===== src/hdl/cbc_consts.vh =====
`ifndef CBC_CONSTS_VH
`define CBC_CONSTS_VH
// register identifiers on the register command port
`define CBC_REG_NONVOLATILE 1'b0
`define CBC_REG_VOLATILE 1'b1
// field positions
`define CBC_BIT_BLANK_CHECK 5
`define CBC_BIT_BUFFER_WRAP 4
`define CBC_BIT_PARAM_DISABLE 3
`define CBC_BIT_BLOCK_SIZE 1
`define CBC_BIT_LEGACY_RESET 0
// bits with a function; 7, 6 and 2 are reserved
`define CBC_FUNC_MASK 8'h3b
// factory default of the non-volatile copy
`define CBC_NV_DEFAULT 8'h02
// instruction codes
`define CBC_CMD_READ_ANY 8'h65
`define CBC_CMD_WRITE_ANY 8'h71
`define CBC_CMD_PARAM_ERASE 8'h20
`define CBC_CMD_PARAM_ERASE4 8'h21
`define CBC_CMD_SECTOR_ERASE 8'hd8
`define CBC_CMD_SECTOR_ERASE4 8'hdc
`define CBC_CMD_BULK_ERASE 8'h60
`define CBC_CMD_BULK_ERASE2 8'hc7
`define CBC_CMD_LEGACY_RESET 8'hf0
`define CBC_CMD_RESET_ENABLE 8'h66
`define CBC_CMD_RESET 8'h99
// page buffer wrap masks
`define CBC_WRAP_256 9'h0ff
`define CBC_WRAP_512 9'h1ff
// erase sequencer states
`define CBC_ST_IDLE 3'h0
`define CBC_ST_STATUS 3'h1
`define CBC_ST_BLANK 3'h2
`define CBC_ST_ERASE 3'h3
`define CBC_ST_DONE 3'h4
`endif


===== src/hdl/cbc_command_config.v =====
`timescale 1ns/1ps
`include "cbc_consts.vh"
// Overview of operation
// - resets reload volatile copy from non-volatile
// - non-volatile function bits flip from default once
// - both copies read/written by register commands
// - blank check: failed last erase erases
// - good last erase: read, erase on zero
// - blank sector: skip erase, finish command
// - blank check only for erase commands
// - blank check off: erase unconditionally
// - wrap bit selects 256 or 512 buffer
// - param bit overlays 4 KB sectors or uniform
// - volatile param bit read-only, follows copy
// - default hybrid layout, sectors at bottom
// - block size bit ignored, 256 KB blocks
// - legacy reset byte honoured only when enabled
// - 66h then 99h resets whenever not busy
// - bits 7, 6, 2 reserved
module cbc_command_config
(
   input wire i_clk,
   input wire i_srst,
   input wire i_hw_reset,
   input wire i_cmd_valid,
   input wire [7:0] i_cmd_code,
   input wire i_reg_sel,
   input wire [7:0] i_wr_data,
   input wire [8:0] i_load_addr,
   input wire i_sector_erase_ok,
   input wire i_blank_done,
   input wire i_blank_zero_found,
   input wire i_erase_done,
   output reg [7:0] o_rd_data,
   output reg o_rd_valid,
   output reg o_sw_reset,
   output reg o_status_req,
   output reg o_blank_start,
   output reg o_erase_start,
   output reg o_erase_skipped,
   output reg o_cmd_done,
   output reg o_busy,
   output reg [8:0] o_buf_addr,
   output reg o_buffer_wrap_select,
   output reg o_param_sector_disable,
   output reg o_param_sector_location_boot,
   output reg o_blank_check_enable,
   output reg o_legacy_reset_enable
);
   wire [7:0] nv_value;
   reg [7:0] vol_ff;
   reg [7:0] nxt_vol;
   reg [2:0] state_ff;
   reg [2:0] nxt_state;
   reg reset_armed_ff;
   reg nxt_reset_armed;
   reg nxt_status_req;
   reg nxt_blank_start;
   reg nxt_erase_start;
   reg nxt_erase_skipped;
   reg nxt_cmd_done;
   reg nxt_busy;
   reg nxt_rd_valid;
   reg [7:0] nxt_rd_data;
   reg [8:0] wrap_mask;
   reg [8:0] nxt_buf_addr;
   wire is_erase;
   wire is_wr;
   wire soft_reset;
   wire reload;
   wire nv_prog;

   // block size bit is stored only; erase size never depends on it
   assign is_erase = (i_cmd_code == `CBC_CMD_PARAM_ERASE) ||
      (i_cmd_code == `CBC_CMD_PARAM_ERASE4) ||
      (i_cmd_code == `CBC_CMD_SECTOR_ERASE) ||
      (i_cmd_code == `CBC_CMD_SECTOR_ERASE4) ||
      (i_cmd_code == `CBC_CMD_BULK_ERASE) ||
      (i_cmd_code == `CBC_CMD_BULK_ERASE2);
   assign is_wr = i_cmd_valid && (i_cmd_code == `CBC_CMD_WRITE_ANY);
   assign nv_prog = is_wr && (i_reg_sel == `CBC_REG_NONVOLATILE) && !o_busy;
   assign soft_reset = i_cmd_valid && !o_busy &&
      (((i_cmd_code == `CBC_CMD_LEGACY_RESET) && vol_ff[`CBC_BIT_LEGACY_RESET]) ||
      ((i_cmd_code == `CBC_CMD_RESET) && reset_armed_ff));
   assign reload = i_srst || i_hw_reset || soft_reset;

   cbc_otp_store u_otp
   (
      .i_clk(i_clk),
      .i_srst(i_srst),
      .i_prog(nv_prog),
      .i_data(i_wr_data),
      .o_value(nv_value)
   );

   // volatile next value
   always @*
   begin
      nxt_vol = vol_ff;
      if (reload)
         nxt_vol = nv_value;
      else if (is_wr && (i_reg_sel == `CBC_REG_VOLATILE) && !o_busy)
      begin
         nxt_vol = i_wr_data & `CBC_FUNC_MASK;
      end
      // parameter bit is read-only and tracks the non-volatile copy
      if (!reload)
         nxt_vol[`CBC_BIT_PARAM_DISABLE] = nv_value[`CBC_BIT_PARAM_DISABLE];
   end

   // erase sequencer
   always @*
   begin
      nxt_state = state_ff;
      case (state_ff)
         `CBC_ST_IDLE:
         begin
            if (i_cmd_valid && is_erase && !reload)
            begin
               if (vol_ff[`CBC_BIT_BLANK_CHECK])
                  nxt_state = `CBC_ST_STATUS;
               else
                  nxt_state = `CBC_ST_ERASE;
            end
         end
         `CBC_ST_STATUS:
         begin
            if (i_sector_erase_ok)
               nxt_state = `CBC_ST_BLANK;
            else
               nxt_state = `CBC_ST_ERASE;
         end
         `CBC_ST_BLANK:
         begin
            if (i_blank_zero_found)
               nxt_state = `CBC_ST_ERASE;
            else if (i_blank_done)
               nxt_state = `CBC_ST_DONE;
         end
         `CBC_ST_ERASE:
         begin
            if (i_erase_done)
               nxt_state = `CBC_ST_DONE;
         end
         `CBC_ST_DONE:
            nxt_state = `CBC_ST_IDLE;
         default:
            nxt_state = `CBC_ST_IDLE;
      endcase
   end

   // sequencer pulses, registered below so each output comes from a flop
   always @*
   begin
      nxt_status_req = 1'b0;
      nxt_blank_start = 1'b0;
      nxt_erase_start = 1'b0;
      nxt_erase_skipped = 1'b0;
      nxt_cmd_done = 1'b0;
      nxt_busy = 1'b0;
      if ((state_ff == `CBC_ST_IDLE) && (nxt_state == `CBC_ST_STATUS))
         nxt_status_req = 1'b1;
      if ((state_ff == `CBC_ST_STATUS) && (nxt_state == `CBC_ST_BLANK))
         nxt_blank_start = 1'b1;
      if ((state_ff != `CBC_ST_ERASE) && (nxt_state == `CBC_ST_ERASE))
         nxt_erase_start = 1'b1;
      if ((state_ff == `CBC_ST_BLANK) && (nxt_state == `CBC_ST_DONE))
         nxt_erase_skipped = 1'b1;
      if (nxt_state == `CBC_ST_DONE)
         nxt_cmd_done = 1'b1;
      // busy covers every state but idle and done
      if ((nxt_state != `CBC_ST_IDLE) && (nxt_state != `CBC_ST_DONE))
         nxt_busy = 1'b1;
   end

   always @(posedge i_clk)
   begin
      if (i_srst)
      begin
         state_ff <= `CBC_ST_IDLE;
         o_status_req <= 1'b0;
         o_blank_start <= 1'b0;
         o_erase_start <= 1'b0;
         o_erase_skipped <= 1'b0;
         o_cmd_done <= 1'b0;
         o_busy <= 1'b0;
      end
      else
      begin
         state_ff <= nxt_state;
         o_status_req <= nxt_status_req;
         o_blank_start <= nxt_blank_start;
         o_erase_start <= nxt_erase_start;
         o_erase_skipped <= nxt_erase_skipped;
         o_cmd_done <= nxt_cmd_done;
         o_busy <= nxt_busy;
      end
   end

   // read path: answer one cycle after the read command
   always @*
   begin
      nxt_rd_valid = i_cmd_valid && (i_cmd_code == `CBC_CMD_READ_ANY);
      nxt_rd_data = o_rd_data;
      if (nxt_rd_valid)
      begin
         if (i_reg_sel == `CBC_REG_VOLATILE)
            nxt_rd_data = vol_ff & `CBC_FUNC_MASK;
         else
            nxt_rd_data = nv_value & `CBC_FUNC_MASK;
      end
   end

   always @(posedge i_clk)
   begin
      if (i_srst)
      begin
         o_rd_valid <= 1'b0;
         o_rd_data <= 8'h00;
      end
      else
      begin
         o_rd_valid <= nxt_rd_valid;
         o_rd_data <= nxt_rd_data;
      end
   end

   // two-step reset: the arm flag only survives one accepted command
   always @*
   begin
      nxt_reset_armed = reset_armed_ff;
      if (i_cmd_valid && !o_busy)
         nxt_reset_armed = (i_cmd_code == `CBC_CMD_RESET_ENABLE);
   end

   always @(posedge i_clk)
   begin
      if (i_srst)
      begin
         reset_armed_ff <= 1'b0;
         o_sw_reset <= 1'b0;
      end
      else
      begin
         reset_armed_ff <= nxt_reset_armed;
         o_sw_reset <= soft_reset;
      end
   end

   // page buffer load address wraps at 256 or 512 bytes
   always @*
   begin
      if (vol_ff[`CBC_BIT_BUFFER_WRAP])
         wrap_mask = `CBC_WRAP_512;
      else
         wrap_mask = `CBC_WRAP_256;
      nxt_buf_addr = i_load_addr & wrap_mask;
   end

   always @(posedge i_clk)
   begin
      if (i_srst)
         o_buf_addr <= 9'h000;
      else
         o_buf_addr <= nxt_buf_addr;
   end

   // volatile copy; new value serves the next decoded command
   always @(posedge i_clk)
   begin
      if (i_srst)
         vol_ff <= nv_value;
      else
         vol_ff <= nxt_vol;
   end

   // mirrors of the volatile controls for the array logic; boot location held at 0 (bottom)
   always @(posedge i_clk)
   begin
      if (i_srst)
      begin
         o_buffer_wrap_select <= 1'b0;
         o_param_sector_disable <= 1'b0;
         o_param_sector_location_boot <= 1'b0;
         o_blank_check_enable <= 1'b0;
         o_legacy_reset_enable <= 1'b0;
      end
      else
      begin
         o_buffer_wrap_select <= vol_ff[`CBC_BIT_BUFFER_WRAP];
         o_param_sector_disable <= vol_ff[`CBC_BIT_PARAM_DISABLE];
         o_param_sector_location_boot <= 1'b0;
         o_blank_check_enable <= vol_ff[`CBC_BIT_BLANK_CHECK];
         o_legacy_reset_enable <= vol_ff[`CBC_BIT_LEGACY_RESET];
      end
   end
endmodule


===== src/hdl/cbc_otp_store.v =====
`timescale 1ns/1ps
`include "cbc_consts.vh"
// one-time programmable copy: each function bit may leave its default once
module cbc_otp_store
(
   input wire i_clk,
   input wire i_srst,
   input wire i_prog,
   input wire [7:0] i_data,
   output wire [7:0] o_value
);
   localparam [7:0] FUNC_MASK = `CBC_FUNC_MASK;
   localparam [7:0] NV_DEFAULT = `CBC_NV_DEFAULT;
   genvar g;
   generate
      for (g = 0; g < 8; g = g + 1)
      begin : g_bit
         reg used_ff;
         reg val_ff;
         wire want_flip;
         assign want_flip = i_prog && FUNC_MASK[g]
            && (i_data[g] != NV_DEFAULT[g]) && !used_ff;
         // a programmed bit stays programmed across every reset
         always @(posedge i_clk)
         begin
            if (want_flip)
            begin
               used_ff <= 1'b1;
               val_ff <= ~NV_DEFAULT[g];
            end
            else if (used_ff !== 1'b1)
            begin
               used_ff <= 1'b0;
               val_ff <= NV_DEFAULT[g];
            end
         end
         assign o_value[g] = val_ff & FUNC_MASK[g];
      end
   endgenerate
endmodule


===== config.mk =====
export PLATFORM = sky130hd
export DESIGN_NAME = cbc_command_config
export DESIGN_NICKNAME = d
export VERILOG_FILES = /design/src/hdl/cbc_command_config.v /design/src/hdl/cbc_otp_store.v
export VERILOG_INCLUDE_DIRS = /design/src /design/src/hdl
export SDC_FILE = /design/constraint.sdc
export NUM_CORES = 1
export LEC_CHECK = 0
export BUFFER_PORTS_ARGS = -buffer_cell sky130_fd_sc_hd__buf_2
export CAP_MARGIN = 10
export CELL_PAD_IN_SITES_DETAIL_PLACEMENT = 1
export CELL_PAD_IN_SITES_GLOBAL_PLACEMENT = 1
export CORE_MARGIN = 2
export CORE_UTILIZATION = 30
export CTS_BUF_LIST = sky130_fd_sc_hd__clkbuf_4 sky130_fd_sc_hd__clkbuf_8
export DETAILED_ROUTE_END_ITERATION = 16
export PLACE_DENSITY = 0.63
export SLEW_MARGIN = 40
export SYNTH_ARGS = -nofsm -noshare
export SYNTH_HDL_FRONTEND = slang
export SYNTH_HIERARCHICAL = 1
export SYNTH_SLANG_ARGS = --single-unit

===== constraint.sdc =====
create_clock -name i_clk -period 2.5 [get_ports i_clk]
set_input_delay 0.25 -clock i_clk [delete_from_list [all_inputs] [get_ports i_clk]]
set_output_delay 0.25 -clock i_clk [all_outputs]
set_load 0.02 [all_outputs]

==> metrics <==
final hold violations 0; total stage count of the critical path 4; largest net degree at the start of global routing 26; post-cts repair resize count 0; Crit path largest cell delay 570 ps; std cell rows 27; GP Congestion 0.7108; Nets 254; HP Class input port to flip-flop; clock period minus worst slack 1890 ps; routed wire length 3.941 mm; pin slew with the least headroom to its limit 511.0 ps; fin util 0.3901; DRT antenna net count 0; register clock-pin slew on the reported worst setup and hold paths 80 ps; first-pass GRT wire length 6.679 mm; Core Area 5574 µm²; # setup viols final 0; Worst slew margin 0.6545; Hold Crit Depth 2; synthesized area 1750 µm²; Worst Path Arrival 1930 ps; global route overflow 0; clock sink total 41; most common cell after layout, fill and taps aside buf_2; Pwr Density 614.4 nW/µm²; hpwl dp 3.057 mm; Reg2Reg Depth 4; Syn. warnings 6; Critical-path top delay cell or4_4; Post-CTS Setup Inserts 0; Initial Utilization 0.3140; DRT iter0 DRCs 50; CP required 2540 ps; Inserted Diodes 0; highest clock rate 529.0 MHz; Mapped Cells 166; Hold Buf Count CTS 0; proportion of layout cells with a drive suffix above 1 0.3937; Worst VDD drop 208.1 µV; crit-path max FO 5; PortBufs 56; Clock Latency Late Sink 290 ps; worst slack, placed 558.3 ps; initial antenna violation count 0; Clock Skew 5.186 ps; die height 80.39 µm; number of global-route vias before repair 1,393; Bufs and invs on worst path 0; fill count 656; Mean Syn Cell Area 10.54 µm²; setup TNS 0 ps; Total GRT Usage 0.1326; Area Growth Syn to Fin 24.23%; CTS tree yes; cell family with most CP delay simple AND/OR/NAND/NOR gates; total iterations of the first detailed-routing run 4; Period Utilization, post-route 0.7561; Critical Path Start Type flip-flop; worst-path cell chain nand4bb_1 > or4_4 > o211a_4 > mux2_4; total CTS buffers 5; Static Leak 1.002 nW; RSZ-0062 raised after global routing false; Final WS setup 609.7 ps; wire length per cell 13.45 µm; via count 1,343; most frequent cells in the layout buf_2, dfxtp_1, nor2b_1, nor2_1, nand2_1; Avg Vias per Cell 4.584; Setup crit end kind flip-flop; Root Driver clkbuf_8; maxcap violations 0; fin. max-slew vios 0; Setup CP Type flip-flop to flip-flop; Horiz. Die Dim 80.39 µm; DRC viols 0; I/O Pins 64; Max Root-Sink Buffers 2; status finished clean; Die Footprint 6462 µm²; H-tree depth 2
[routing by layer]
| metal | routed length, µm | part of all wire | up-vias | GRT usage |
|---|---|---|---|---|
| li1 | - | - | 679 | - |
| met5 | 0 | 0 | - | 0 |
| met1 | 1785 | 0.45 | 627 | 0.1681 |
| met3 | 186 | 0.047 | 5 | 0.03371 |
| met2 | 1927 | 0.49 | 32 | 0.2208 |
| met4 | 42 | 0.011 | 0 | 0.04068 |
[sequential cells by signal (all words and copies together) (netlist names)]
signal / cells
o_erase_start: 1
o_buf_addr: 9
o_param_sector_disable: 1
o_sw_reset: 1
o_legacy_reset_enable: 1
o_rd_valid: 1
u_otp/g_bit.used_ff: 3
state_ff: 3
u_otp/g_bit.val_ff: 3
reset_armed_ff: 1
o_busy: 1
o_cmd_done: 1
o_status_req: 1
o_blank_check_enable: 1
o_rd_data: 5
o_blank_start: 1
vol_ff: 5
o_buffer_wrap_select: 1
o_erase_skipped: 1
[where the power goes]
part	internal, mW	switching (mW)
combinational	0.0489	0.0636
sequential	0.679	0.00683
clock	0.300	0.238
total	1.03	0.308
[through the flow]
| step | hold WS [ps] | instances | power (mW) | cell area, µm² |
|---|---|---|---|---|
| after floorplan | 329.1 | 169 | 0.7704 | 1762 |
| after global placement | 363.1 | 285 | 0.8140 | 2061 |
| after detailed placement | 365.1 | 285 | 0.8150 | 2061 |
| after CTS | 148.2 | 293 | 1.358 | 2175 |
| after global routing | 155.0 | 293 | 1.403 | 2175 |
| final | 157.5 | 293 | 1.336 | 2175 |
[layout make-up]
type                            instances  area [µm²]  area share
Clock buffer                            5       68.82     0.03165
Clock inverter                          3       45.04     0.02071
Inverter                                2       7.507    0.003452
Multi-Input combinational cell        112       807.0      0.3711
Sequential cell                        41       860.8      0.3959
Tap cell                               72       90.09     0.04143
Timing Repair Buffer                   58       295.3      0.1358
[worst paths after layout]
path | startpoint | to | slack, ps
max reg2reg | o_busy$_SDFF_PP0_ | vol_ff[4]$_DFFE_PP_ | 610
max | o_busy$_SDFF_PP0_ | vol_ff[4]$_DFFE_PP_ | 610
min | i_wr_data[3] | u_otp/g_bit[3].used_ff$_SDFFE_PP1N_ | 160
min reg2reg | u_otp/g_bit[3].used_ff$_SDFFE_PP1N_ | vol_ff[3]$_DFF_P_ | 370
No activity file was read; power rests on OpenSTA's default activity.
